File: src/rtl/adc_seq_pkg.sv
// Constants, types and helpers shared by the conversion sequencer files
// How it works
// - Four converter clocks sample the input, twelve more perform the conversion.
// - A conversion lasts exactly sixteen converter clock periods from start to result.
// - Conversion runs in hardware; the bus is never stalled by it.
// - Converter clock is system clock divided by 1 to 128 per divider code.
// - Power enable must be high to convert; low keeps converter unpowered.
// - Source 001 amplifier, 010..100 ground, others external; channels 0..3 pins.
// - Start bit low-high-low: high resets converter, falling edge starts conversion.
// - Busy flag stays high for the whole conversion in progress.
// - On completion busy falls and result bytes hold the new valid result.
// - Result is 12-bit unsigned; full scale FFF equals the supply reference.
// - One code step weighs the reference divided by 4096.
// - Code transitions sit half a step low; the last one and a half.
package adc_seq_pkg;

  // ****************************************
  // Timing and widths
  // ****************************************
  localparam int unsigned SAMPLE_TICKS = 4;
  localparam int unsigned CONVERT_TICKS = 12;
  localparam int unsigned TOTAL_TICKS = SAMPLE_TICKS + CONVERT_TICKS;
  localparam int unsigned RESULT_W = 12;
  localparam int unsigned THR_W = RESULT_W + 1;
  localparam int unsigned DIV_SEL_W = 3;
  localparam int unsigned DIV_CNT_W = 7;
  localparam int unsigned PIN_COUNT = 4;

  // ****************************************
  // Register map (byte addresses)
  // ****************************************
  localparam logic [7:0] CTRL_ZERO_OFF = 8'h00;
  localparam logic [7:0] CTRL_ONE_OFF = 8'h04;
  localparam logic [7:0] PIN_ENABLE_OFF = 8'h08;
  localparam logic [7:0] IRQ_CTRL_OFF = 8'h0c;
  localparam logic [7:0] RESULT_HIGH_OFF = 8'h10;
  localparam logic [7:0] RESULT_LOW_OFF = 8'h14;

  // converter_control_zero fields
  localparam int unsigned CHAN_LSB = 0;
  localparam int unsigned FORMAT_BIT = 4;
  localparam int unsigned POWER_BIT = 5;
  localparam int unsigned BUSY_BIT = 6;
  localparam int unsigned START_BIT = 7;
  // converter_control_one fields
  localparam int unsigned DIV_LSB = 0;
  localparam int unsigned SOURCE_LSB = 5;
  // interrupt control fields
  localparam int unsigned GIE_BIT = 0;
  localparam int unsigned CIE_BIT = 1;
  localparam int unsigned FLAG_BIT = 2;

  // Input source codes
  localparam logic [2:0] SRC_AMP = 3'h1;
  localparam logic [2:0] SRC_GND_LO = 3'h2;
  localparam logic [2:0] SRC_GND_HI = 3'h4;
  localparam logic [3:0] LAST_PIN_CHAN = 4'h3;

  // ****************************************
  // Types
  // ****************************************
  typedef enum logic [1:0] {ST_IDLE, ST_ARMED, ST_SAMPLE, ST_CONVERT} seq_state_t;
  typedef enum logic [1:0] {ROUTE_PIN, ROUTE_FLOAT, ROUTE_AMP, ROUTE_GND} route_t;

  typedef struct packed {
    logic [2:0] source_sel;
    logic [2:0] div_sel;
    logic power;
    logic fmt;
    logic start;
    logic [3:0] chan;
    logic [3:0] pin_en;
    logic gie;
    logic cie;
  } ctrl_t;

  localparam ctrl_t CTRL_RESET = '0;

  // ****************************************
  // Helpers
  // ****************************************
  function automatic route_t route_of(input logic [2:0] src, input logic [3:0] chan);
    if (src == SRC_AMP) begin
      return ROUTE_AMP;
    end else if (src >= SRC_GND_LO && src <= SRC_GND_HI) begin
      return ROUTE_GND;
    end else if (chan <= LAST_PIN_CHAN) begin
      return ROUTE_PIN;
    end
    return ROUTE_FLOAT;
  endfunction

  // Threshold in half-step units: every transition half a step early
  function automatic logic [THR_W-1:0] threshold_of(input logic [RESULT_W-1:0] code);
    if (code == '0) begin
      return '0;
    end
    return {code, 1'b0} - 13'h0001;
  endfunction

endpackage

File: src/rtl/converter_clock_divider.sv
// Power-of-two divider producing one converter clock tick per period
`timescale 1ns/1ps
module converter_clock_divider (
  input wire logic pclk,
  input wire logic presetn,
  input wire logic run,
  input wire logic [adc_seq_pkg::DIV_SEL_W-1:0] div_sel,
  output logic tick
);

  logic [adc_seq_pkg::DIV_CNT_W-1:0] cnt_reg;
  logic [adc_seq_pkg::DIV_CNT_W-1:0] cnt_next;
  logic [adc_seq_pkg::DIV_CNT_W-1:0] limit;
  logic tick_reg;
  logic tick_next;
  logic [7:0] span;

  always_comb begin
    span = 8'h01 << div_sel;
    limit = 7'(span - 8'h01);
    tick_next = run && (cnt_reg == limit);
    cnt_next = (!run || cnt_reg == limit) ? '0 : cnt_reg + 7'h01;
  end

  always_ff @(posedge pclk or negedge presetn) begin
    if (!presetn) begin
      cnt_reg <= '0;
      tick_reg <= 1'b0;
    end else begin
      cnt_reg <= cnt_next;
      tick_reg <= tick_next;
    end
  end

  assign tick = tick_reg;
endmodule

File: src/rtl/adc_conversion_sequencer.sv
// Converter control: APB registers, start handshake, sample/convert sequence
`timescale 1ns/1ps
module adc_conversion_sequencer (
  input wire logic pclk,
  input wire logic presetn,
  input wire logic [7:0] paddr,
  input wire logic psel,
  input wire logic penable,
  input wire logic pwrite,
  input wire logic [31:0] pwdata,
  output logic [31:0] prdata,
  output logic pready,
  output logic pslverr,
  input wire logic comparator_high,
  output logic converter_power_on,
  output logic sample_hold_en,
  output logic [adc_seq_pkg::THR_W-1:0] dac_threshold,
  output logic [adc_seq_pkg::PIN_COUNT-1:0] analog_input_pins_connect,
  output logic [adc_seq_pkg::PIN_COUNT-1:0] pin_analog_enable,
  output logic protection_amp_output_connect,
  output logic ground_connect,
  output logic conversion_busy_flag,
  output logic converter_irq
);

  // ****************************************
  // State
  // ****************************************
  adc_seq_pkg::ctrl_t ctrl_reg, ctrl_next;
  adc_seq_pkg::seq_state_t state_reg, state_next;
  logic [3:0] tick_cnt_reg, tick_cnt_next;
  logic [3:0] bit_idx_reg, bit_idx_next;
  logic [adc_seq_pkg::RESULT_W-1:0] trial_reg, trial_next;
  logic [adc_seq_pkg::RESULT_W-1:0] result_reg, result_next;
  logic [adc_seq_pkg::THR_W-1:0] thr_reg, thr_next;
  logic flag_reg, flag_next;
  logic busy_reg, busy_next;
  logic irq_reg, irq_next;
  logic sample_reg, sample_next;
  logic [31:0] prdata_reg, prdata_next;
  logic pready_reg, pready_next;
  logic pslverr_reg, pslverr_next;
  logic [adc_seq_pkg::PIN_COUNT-1:0] pin_conn_reg, pin_conn_next;
  logic amp_reg, amp_next;
  logic gnd_reg, gnd_next;
  logic comp_meta_reg, comp_sync_reg;
  logic tick;
  logic run;
  logic wr;
  logic done;
  logic start_fall;
  adc_seq_pkg::route_t route;

  // ****************************************
  // Comparator synchroniser
  // ****************************************
  always_ff @(posedge pclk or negedge presetn) begin
    if (!presetn) begin
      comp_meta_reg <= 1'b0;
      comp_sync_reg <= 1'b0;
    end else begin
      comp_meta_reg <= comparator_high;
      comp_sync_reg <= comp_meta_reg;
    end
  end

  // ****************************************
  // Converter clock
  // ****************************************
  assign run = (state_reg == adc_seq_pkg::ST_SAMPLE) || (state_reg == adc_seq_pkg::ST_CONVERT);

  converter_clock_divider u_div (
    .pclk(pclk),
    .presetn(presetn),
    .run(run),
    .div_sel(ctrl_reg.div_sel),
    .tick(tick)
  );

  // ****************************************
  // APB slave and register file
  // ****************************************
  function automatic logic [7:0] result_byte(input logic [11:0] r, input logic fmt,
                                             input logic high);
    if (!fmt) begin
      return high ? r[11:4] : {r[3:0], 4'h0};
    end
    return high ? {4'h0, r[11:8]} : r[7:0];
  endfunction

  // Zero-wait slave; a running conversion never holds the bus
  assign wr = psel && penable && pready_reg && pwrite;

  always_comb begin
    pready_next = psel && !penable;
    pslverr_next = 1'b0;
    prdata_next = prdata_reg;
    if (psel && !penable) begin
      prdata_next = '0;
      case (paddr)
        adc_seq_pkg::CTRL_ZERO_OFF: begin
          prdata_next[adc_seq_pkg::CHAN_LSB +: 4] = ctrl_reg.chan;
          prdata_next[adc_seq_pkg::FORMAT_BIT] = ctrl_reg.fmt;
          prdata_next[adc_seq_pkg::POWER_BIT] = ctrl_reg.power;
          prdata_next[adc_seq_pkg::BUSY_BIT] = busy_reg;
          prdata_next[adc_seq_pkg::START_BIT] = ctrl_reg.start;
        end
        adc_seq_pkg::CTRL_ONE_OFF: begin
          prdata_next[adc_seq_pkg::DIV_LSB +: 3] = ctrl_reg.div_sel;
          prdata_next[adc_seq_pkg::SOURCE_LSB +: 3] = ctrl_reg.source_sel;
        end
        adc_seq_pkg::PIN_ENABLE_OFF: begin
          prdata_next[3:0] = ctrl_reg.pin_en;
        end
        adc_seq_pkg::IRQ_CTRL_OFF: begin
          prdata_next[adc_seq_pkg::GIE_BIT] = ctrl_reg.gie;
          prdata_next[adc_seq_pkg::CIE_BIT] = ctrl_reg.cie;
          prdata_next[adc_seq_pkg::FLAG_BIT] = flag_reg;
        end
        adc_seq_pkg::RESULT_HIGH_OFF: begin
          prdata_next[7:0] = result_byte(result_reg, ctrl_reg.fmt, 1'b1);
        end
        adc_seq_pkg::RESULT_LOW_OFF: begin
          prdata_next[7:0] = result_byte(result_reg, ctrl_reg.fmt, 1'b0);
        end
        default: begin
          pslverr_next = 1'b1;
        end
      endcase
    end
  end

  always_comb begin
    ctrl_next = ctrl_reg;
    if (wr) begin
      case (paddr)
        adc_seq_pkg::CTRL_ZERO_OFF: begin
          ctrl_next.chan = pwdata[adc_seq_pkg::CHAN_LSB +: 4];
          ctrl_next.fmt = pwdata[adc_seq_pkg::FORMAT_BIT];
          ctrl_next.power = pwdata[adc_seq_pkg::POWER_BIT];
          ctrl_next.start = pwdata[adc_seq_pkg::START_BIT];
        end
        adc_seq_pkg::CTRL_ONE_OFF: begin
          ctrl_next.div_sel = pwdata[adc_seq_pkg::DIV_LSB +: 3];
          ctrl_next.source_sel = pwdata[adc_seq_pkg::SOURCE_LSB +: 3];
        end
        adc_seq_pkg::PIN_ENABLE_OFF: begin
          ctrl_next.pin_en = pwdata[3:0];
        end
        adc_seq_pkg::IRQ_CTRL_OFF: begin
          ctrl_next.gie = pwdata[adc_seq_pkg::GIE_BIT];
          ctrl_next.cie = pwdata[adc_seq_pkg::CIE_BIT];
        end
        default: begin
        end
      endcase
    end
  end

  // ****************************************
  // Conversion sequence
  // ****************************************
  assign start_fall = ctrl_reg.start && !ctrl_next.start;

  always_comb begin
    state_next = state_reg;
    tick_cnt_next = tick_cnt_reg;
    bit_idx_next = bit_idx_reg;
    trial_next = trial_reg;
    result_next = result_reg;
    done = 1'b0;
    case (state_reg)
      adc_seq_pkg::ST_IDLE, adc_seq_pkg::ST_SAMPLE, adc_seq_pkg::ST_CONVERT: begin
        if (state_reg == adc_seq_pkg::ST_SAMPLE && tick) begin
          tick_cnt_next = tick_cnt_reg + 4'h1;
          if (tick_cnt_reg == 4'(adc_seq_pkg::SAMPLE_TICKS - 1)) begin
            state_next = adc_seq_pkg::ST_CONVERT;
            bit_idx_next = 4'(adc_seq_pkg::RESULT_W - 1);
            trial_next = 12'h800;
          end
        end else if (state_reg == adc_seq_pkg::ST_CONVERT && tick) begin
          tick_cnt_next = tick_cnt_reg + 4'h1;
          // Keep the trial bit only when the input lies above its threshold
          if (!comp_sync_reg) begin
            trial_next[bit_idx_reg] = 1'b0;
          end
          if (bit_idx_reg == 4'h0) begin
            done = 1'b1;
            result_next = trial_next;
            state_next = adc_seq_pkg::ST_IDLE;
          end else begin
            bit_idx_next = bit_idx_reg - 4'h1;
            trial_next[bit_idx_reg - 4'h1] = 1'b1;
          end
        end
        // Start high resets the converter and aborts any conversion
        if (ctrl_next.start && !ctrl_reg.start) begin
          state_next = adc_seq_pkg::ST_ARMED;
          done = 1'b0;
          result_next = result_reg;
        end
      end
      adc_seq_pkg::ST_ARMED: begin
        tick_cnt_next = 4'h0;
        trial_next = '0;
        if (start_fall) begin
          state_next = adc_seq_pkg::ST_SAMPLE;
        end
      end
      default: begin
        state_next = adc_seq_pkg::ST_IDLE;
      end
    endcase
    if (!ctrl_reg.power) begin
      state_next = adc_seq_pkg::ST_IDLE;
      done = 1'b0;
      result_next = result_reg;
    end
  end

  always_comb begin
    busy_next = (state_next == adc_seq_pkg::ST_SAMPLE) ||
                (state_next == adc_seq_pkg::ST_CONVERT);
    sample_next = state_next == adc_seq_pkg::ST_SAMPLE;
    thr_next = adc_seq_pkg::threshold_of(trial_next);
    // A completion in the clearing cycle keeps the flag set
    flag_next = flag_reg;
    if (wr && paddr == adc_seq_pkg::IRQ_CTRL_OFF && !pwdata[adc_seq_pkg::FLAG_BIT]) begin
      flag_next = 1'b0;
    end
    if (done) begin
      flag_next = 1'b1;
    end
    irq_next = flag_next && ctrl_next.gie && ctrl_next.cie;
    route = adc_seq_pkg::route_of(ctrl_next.source_sel, ctrl_next.chan);
    pin_conn_next = '0;
    if (route == adc_seq_pkg::ROUTE_PIN && ctrl_next.power) begin
      pin_conn_next[ctrl_next.chan[1:0]] = ctrl_next.pin_en[ctrl_next.chan[1:0]];
    end
    amp_next = ctrl_next.power && route == adc_seq_pkg::ROUTE_AMP;
    gnd_next = ctrl_next.power && route == adc_seq_pkg::ROUTE_GND;
  end

  always_ff @(posedge pclk or negedge presetn) begin
    if (!presetn) begin
      ctrl_reg <= adc_seq_pkg::CTRL_RESET;
      state_reg <= adc_seq_pkg::ST_IDLE;
      tick_cnt_reg <= 4'h0;
      bit_idx_reg <= 4'h0;
      trial_reg <= '0;
      result_reg <= '0;
      thr_reg <= '0;
      flag_reg <= 1'b0;
      busy_reg <= 1'b0;
      irq_reg <= 1'b0;
      sample_reg <= 1'b0;
      prdata_reg <= '0;
      pready_reg <= 1'b0;
      pslverr_reg <= 1'b0;
      pin_conn_reg <= '0;
      amp_reg <= 1'b0;
      gnd_reg <= 1'b0;
    end else begin
      ctrl_reg <= ctrl_next;
      state_reg <= state_next;
      tick_cnt_reg <= tick_cnt_next;
      bit_idx_reg <= bit_idx_next;
      trial_reg <= trial_next;
      result_reg <= result_next;
      thr_reg <= thr_next;
      flag_reg <= flag_next;
      busy_reg <= busy_next;
      irq_reg <= irq_next;
      sample_reg <= sample_next;
      prdata_reg <= prdata_next;
      pready_reg <= pready_next;
      pslverr_reg <= pslverr_next;
      pin_conn_reg <= pin_conn_next;
      amp_reg <= amp_next;
      gnd_reg <= gnd_next;
    end
  end

  assign prdata = prdata_reg;
  assign pready = pready_reg;
  assign pslverr = pslverr_reg;
  assign converter_power_on = ctrl_reg.power;
  assign sample_hold_en = sample_reg;
  assign dac_threshold = thr_reg;
  assign analog_input_pins_connect = pin_conn_reg;
  assign pin_analog_enable = ctrl_reg.pin_en;
  assign protection_amp_output_connect = amp_reg;
  assign ground_connect = gnd_reg;
  assign conversion_busy_flag = busy_reg;
  assign converter_irq = irq_reg;
endmodule

File: config.mk
export PLATFORM = sky130hd
export DESIGN_NAME = adc_conversion_sequencer
export DESIGN_NICKNAME = d
export VERILOG_FILES = /design/src/rtl/adc_seq_pkg.sv /design/src/rtl/converter_clock_divider.sv /design/src/rtl/adc_conversion_sequencer.sv
export SDC_FILE = /design/constraint.sdc
export NUM_CORES = 1
export LEC_CHECK = 0
export BUFFER_PORTS_ARGS = -buffer_cell sky130_fd_sc_hd__buf_2
export CAP_MARGIN = 20
export CORE_ASPECT_RATIO = 1.2
export CORE_UTILIZATION = 40
export DETAILED_ROUTE_END_ITERATION = 7
export PLACE_DENSITY = 0.65
export SYNTH_ARGS = -nofsm -noshare
export SYNTH_HDL_FRONTEND = slang
export SYNTH_HIERARCHICAL = 1
export SYNTH_SLANG_ARGS = --single-unit
File: constraint.sdc
create_clock -name pclk -period 4.2 [get_ports pclk]
set_input_delay 0.21 -clock pclk [delete_from_list [all_inputs] [get_ports pclk]]
set_output_delay 0.21 -clock pclk [all_outputs]
set_load 0.02 [all_outputs]
# [Yosys cells after proc, flatten, opt, wreduce, memory -nomap -nowiden]
# Cells that the tools add are included.
[classes] addsub=5 n_lt_le_gt_ge=9 n_eq_ne=18 shifts=1 muxes=72 bitwise=6 reduce_logical=40
[op_table] op="2-to-1 mux 12 bit" n=8
[op_table] op="2-to-1 mux 4 bit" n=8
[op_table] op="2-to-1 mux 8 bit" n=4
[op_table] op="2-to-1 mux 13 bit" n=2
[op_table] op="2-to-1 mux 2 bit" n=12
[op_table] op="one-hot mux 12 bit (2 select lines)" n=1
[op_table] op="2-to-1 mux 1 bit" n=23
[op_table] op="logical AND 1 bit" n=20
[op_table] op="2-to-1 mux 19 bit" n=1
[op_table] op="one-hot mux 3 bit (6 select lines)" n=1
[op_table] op="== test 8 x 4 -> 1 bit, second input constant" n=2
[op_table] op="== test 8 x 5 -> 1 bit, second input constant" n=2
[op_table] op="2-to-1 mux 7 bit" n=2
[op_table] op="subtractor 13 x 1 -> 13 bit, second input constant" n=1
[op_table] op="bitwise AND 12 bit" n=1
[op_table] op="== test 2 bit, second input constant" n=6
[op_table] op="zero test 12 bit" n=1
[op_table] op="inverter 12 bit" n=1
[op_table] op="OR 12 bit" n=1
[op_table] op="one-hot mux 3 bit (4 select lines)" n=1
[op_table] op="less-than comparator 4 x 5 -> 1 bit, second input constant" n=2
[op_table] op="demux 1 bit (select 4 bit)" n=2
[op_table] op="== test 8 x 3 -> 1 bit, second input constant" n=1
[op_table] op="greater-or-equal comparator 4 x 1 -> 1 bit, second input constant" n=2
[op_table] op="other kinds (37)" n=46
[totals] ff_bits=96 in_bits=46 output_inout_bits=61 elab_cells=180

# [Depth between registers and ports, before layout]
[depth] depth_word=18 ltp_mapped=13 ltp_nobuf=12

# [By module]
# The synthesis kept the hierarchy.
[modules_own_cells] mod="adc_conversion_sequencer" n_inst=1 cells_each=485 area_each_um2=4707.0 seq_area_each_um2=2202.1
[modules_own_cells] mod="converter_clock_divider" n_inst=1 cells_each=67 area_each_um2=699.4 seq_area_each_um2=200.2

# [Least setup slack after synthesis]
# No wires, ideal clock.
[synth_path] kind="reg2reg" start="register bit_idx_reg[0]" end="register thr_reg (netlist bit dac_threshold[6])" setup_time_ns=0.142 arrival_ns=2.750 required_ns=4.058 setup_slack_ns=1.309 path_stages_with_launch=13 n_path_buf=2 synth_period_minus_slack_ns=2.891 path_cell_list="dfrtp_1 inv_1 ha_1 clkbuf_1 clkbuf_1 a21oi_1 a32o_1 and2_1 inv_1 ha_1 o221ai_1 nor3_2 nor3_1"
[synth_between] elab_chain_cells=18 word_cells_on_any_way=27 cone_classes="2 x add/sub; 4 x order compare; 14 x mux; 3 x bitwise; 4 x reduce/logical"
[synth_rtl] item="start, declared" line_no="adc_conversion_sequencer.sv:32" rtl="logic [3:0] bit_idx_reg, bit_idx_next;"
[synth_rtl] item="start signal, assigned" line_no="adc_conversion_sequencer.sv:267" rtl="bit_idx_reg <= bit_idx_next;"
[synth_rtl] item="less-than comparator 4 x 5 -> 1 bit (implied by the code) / greater-or-equal comparator 4 x 1 -> 1 bit (equally long branches)" line_no="adc_conversion_sequencer.sv:185" rtl="trial_next[bit_idx_reg] = 1'b0;"
[synth_rtl] item="logical AND 1 bit (implied by the code)" line_no="adc_conversion_sequencer.sv:185"
[synth_rtl] item="2-to-1 mux 1 bit (implied by the code)" line_no="adc_conversion_sequencer.sv:185"
[synth_rtl] item="demux 1 bit (select 4 bit)" line_no="adc_conversion_sequencer.sv:185"
[synth_rtl] item="inverter 12 bit (no source line)"
[synth_rtl] item="bitwise AND 12 bit (no source line)"
[synth_rtl] item="2-to-1 mux 12 bit" line_no="adc_conversion_sequencer.sv:184" rtl="if (!comp_sync_reg) begin"
[synth_rtl] item="2-to-1 mux 12 bit" line_no="adc_conversion_sequencer.sv:181" rtl="end else if (state_reg == adc_seq_pkg::ST_CONVERT && tick) begin"
[synth_rtl] item="[... 3 more ...]"
[synth_rtl] item="2-to-1 mux 12 bit (*)" line_no="adc_conversion_sequencer.sv:187" rtl="if (bit_idx_reg == 4'h0) begin"
[synth_rtl] item="2-to-1 mux 12 bit (*)" line_no="adc_conversion_sequencer.sv:181"
[synth_rtl] item="2-to-1 mux 12 bit (*)" line_no="adc_conversion_sequencer.sv:174" rtl="if (state_reg == adc_seq_pkg::ST_SAMPLE && tick) begin"
[synth_rtl] item="one-hot mux 12 bit (2 select lines) (*)" line_no="adc_conversion_sequencer.sv:172" rtl="case (state_reg)"
[synth_rtl] item="named net trial_next, one bit" line_no="adc_conversion_sequencer.sv:33" rtl="logic [adc_seq_pkg::RESULT_W-1:0] trial_reg, trial_next;"
[synth_rtl] item="parallel branches: the longest is 2 deep, another holds subtractor 13 x 1 -> 13 bit"
[synth_rtl] item="2-to-1 mux 13 bit (*)" line_no="adc_seq_pkg.sv:98" rtl="return {code, 1'b0} - 13'h0001;"
[synth_rtl] item="named net thr_next, one bit" line_no="adc_conversion_sequencer.sv:35" rtl="logic [adc_seq_pkg::THR_W-1:0] thr_reg, thr_next;"
[synth_rtl] item="end signal, assigned" line_no="adc_conversion_sequencer.sv:270" rtl="thr_reg <= thr_next;"
[synth_rtl] item="end, declared" line_no="adc_conversion_sequencer.sv:35"
# Mark *: on every way through the listed nets, which the timed path passes. The select of a mux whose other input is x is not followed.
# A chain may end at the register's enable or synchronous reset.

# [Final worst setup path]
# Ends and elaborated chain as after synthesis.

==> summary.txt <==
Vias in the first global route: 3,972
Post-synth EDFFs: 0
Yosys synthesis warning count: 6
Die W: 108 microns
Yosys reg bits: 96
Total Wirelength: 12,000 microns
Post-synthesis xor/xnor area fraction: 2.43%
FF-to-FF End: dac_threshold[6]$_DFF_PN0_
Worst endpoint required time: 4.40 ns
MaxCap Viol Count: 0
P_leak: 2.88 nW
Register Area: 2400 sq um
Final setup viols: 0
Post-Synth Simple-Gate Area: 19.8%
Deepest clock path buffer count: 2
Via count: 4,141
Critical path fanouts, max: 17
Worst hold path startpoint: pwdata[4]
Final nets: 651
Root buffer selected by CTS: clkbuf_16
Worst-path clk slew: 0.07 ns
Max reg flops: 14
Kind of end point of the critical path: flop
Skew-Pair Late Insertion Delay: 0.34 ns
Worst R2R Setup Slack: 0.84 ns
R2R cell count: 10
Synth Instances: 552
ANT nets after route: 0
Synth Area in Adders: 2.55%
Mapped cell area: 5410 sq um
Cells along the critical path: inv_1 > ha_1 > a21oi_1 > a32o_1 > and2_1 > inv_1 > ha_1 > o221ai_1 > nor3_2 > nor3_1
Mux contribution to synthesized area: 6.73%
Pwr dens: 299 nW/um^2
Finished Cell Area: 5960 sq um
Worst Tran Pin Value: 0.950 ns
Wirelength per Cell: 15.7 microns
R2R Path Start: bit_idx_reg[0]$_DFFE_PN0P_
Core region area: 13,200 sq um
Port Buffers: 58
Compound-Gate Fraction of Synth Area: 16.1%
Arrival time worst endpoint: 3.55 ns
Drt pass-1 iters: 6
Fillers: 1,241
Post-synth ARST share: 100%
Final Max Slew Viols: 0
Power Total: 1.78 mW
Post-CTS Setup Inserts: 0
CTS buffer count: 9
Area of the multi-input gates: 2670 sq um
Initial antenna violation count: 0
Critical path's slowest cell: ha_1
Ys flop type: dfrtp_1
Core Rows: 46
Hold Path Depth: 3
WHS Endpoint: ctrl_reg[11]$_DFFE_PN0P_
Worst Path Class, Setup: reg -> reg
Hold_ws: 0.0927 ns
Yosys cell types: 65
Crit path launch type: flop
Period Utilization, post-route: 79.9%
Routability cong.: 0.873
Post-route DRC: 0
Initial core utilization: 41.0%
Final min period: 3.36 ns
Layout Area Growth over Synthesis: 10.2%
Slowest cell delay on critical path: 0.53 ns
CTS tree: built
Worst Hold Class: in -> reg
Placed Area: 5660 sq um
Htree depth: 3
# hold bufs at CTS: 2
Fmax: 0.298 GHz
Largest net degree at the start of global routing: 65
DP Wirelength: 8970 microns
Core Util, Final: 45.2%
Die H: 129 microns
Status: finished clean
Post-cts resize count: 0
DR iter-0 viols: 181
Via density per instance: 5.40
ANT cells: 0
Final Skew: 0.00719 ns
Clock sink total: 96
Largest family of logic cells by synthesized area: simple AND/OR/NAND/NOR gates
First-pass GRT wire length: 20,100 microns
Total negative slack: 0 ns
Fin. Hold Viols: 0
VDD IR max: 0.151 mV
Syn Area/Cell: 9.79 sq um
Ports: 107
CP delay by family, top: compound AO/OA/AOI/OAI gates
Layout cell share with drive strength beyond 1: 17.7%
Buf/Inv on CP: 2
Slew margin rel.: 36.7%
Overall Global Routing Usage: 18.2%
Unrepaired setup endpoints after global routing: false
GR Overflow Total: 0
Die area: 14,000 sq um
Seq/Total Area, Yosys: 44.4%
where the power goes:
part           internal [mW]  switching (mW)  total, mW
logic                 0.0226          0.0668     0.0894
registers              0.927         0.00296      0.930
clock network          0.404           0.359      0.763
layer usage:
metal / vias to the layer above / global-route usage [%] / routed length [microns]
met5: - / 0 / 0
met3: 23 / 3.52 / 512
met4: 0 / 5.72 / 235
met2: 113 / 31.1 / 6120
met1: 1999 / 23.2 / 5180
li1: 2006 / - / -
cell usage after synthesis (3+ instances only):
master | n | share of area, %
nand4_1 | 9 | 1.0
or2_2 | 3 | 0.35
mux2i_1 | 18 | 3.3
a221o_1 | 4 | 0.74
o311a_1 | 4 | 0.74
a32o_1 | 6 | 1.1
a211oi_1 | 7 | 0.97
nor2b_1 | 15 | 1.7
nor3_1 | 9 | 0.83
or3_1 | 5 | 0.58
and4_1 | 4 | 0.65
a32oi_1 | 4 | 0.65
buf_4 | 30 | 4.2
a21oi_1 | 15 | 1.4
clkbuf_1 | 16 | 1.1
o21ai_0 | 42 | 3.9
and2_1 | 8 | 0.93
dfrtp_1 | 96 | 44
and3_1 | 4 | 0.46
xnor2_1 | 12 | 1.9
buf_6 | 3 | 0.62
nor2_1 | 35 | 2.4
nand2_1 | 57 | 4.0
nand3_1 | 21 | 1.9
buf_2 | 3 | 0.28
xor2_1 | 3 | 0.49
ha_1 | 11 | 2.5
a22o_1 | 4 | 0.65
mux2_2 | 13 | 2.7
o22ai_1 | 3 | 0.35
a22oi_1 | 3 | 0.42
nand2b_1 | 10 | 1.2
a21boi_0 | 4 | 0.56
inv_1 | 23 | 1.6
o31ai_1 | 7 | 0.97
nor4_1 | 3 | 0.35
worst max-delay path by stage:
stage / startpoint / depth (start not counted) / end / slack, ns
after floorplan: bit_idx_reg[0]$_DFFE_PN0P_ / 12 / dac_threshold[6]$_DFF_PN0_ / 1.31
after global placement: bit_idx_reg[0]$_DFFE_PN0P_ / 9 / dac_threshold[6]$_DFF_PN0_ / 0.92
after detailed placement: bit_idx_reg[0]$_DFFE_PN0P_ / 9 / dac_threshold[6]$_DFF_PN0_ / 0.86
after CTS: bit_idx_reg[0]$_DFFE_PN0P_ / 9 / dac_threshold[6]$_DFF_PN0_ / 0.84
after global routing: bit_idx_reg[0]$_DFFE_PN0P_ / 10 / dac_threshold[7]$_DFF_PN0_ / 0.55
final: bit_idx_reg[0]$_DFFE_PN0P_ / 10 / dac_threshold[6]$_DFF_PN0_ / 0.84
cell type report:
class                      instances  area share (%)
clock buffer                      10            3.84
timing repair buffer              61            5.37
multi-input combinational        403            44.7
clock inverter                     6           0.777
sequential                        96            40.3
tap                              168            3.53
inverter                          23            1.45
per-stage QoR:
step / cells / setup slack [ns]
2_1_floorplan: 575 / 1.31
3_3_place_gp: 749 / 0.921
3_5_place_dp: 749 / 0.860
4_1_cts: 767 / 0.836
5_1_grt: 767 / 0.553
6_report: 767 / 0.845
layout by cell type (no fill, tap or decap), types with 5 or more instances in the layout:
master	count
dfrtp_1	96
nand2_1	57
buf_2	57
o21ai_0	42
nor2_1	35
conb_1	24
inv_1	23
nand3_1	21
mux2i_1	18
nor2b_1	15
a21oi_1	15
mux2_2	13
xnor2_1	12
ha_1	11
nand2b_1	10
nand4_1	9
nor3_1	9
clkbuf_16	9
and2_1	8
o31ai_1	7
a211oi_1	7
a32o_1	6
or3_1	5
tightest hold or removal path, stage by stage:
cell	delay, ns
buf_2	0.09
nand2_1	0.05
nand2_1	0.05
cell families after synthesis:
group,Yosys count
buffers and inverters,76
multiplexers,33
AND/OR/NAND/NOR,199
XOR/XNOR,15
adder cells (fa/ha/maj),11
other,1
AO/OA/AOI/OAI,121
flip-flops,96
Note: power is estimated with default switching activity, not from simulation.
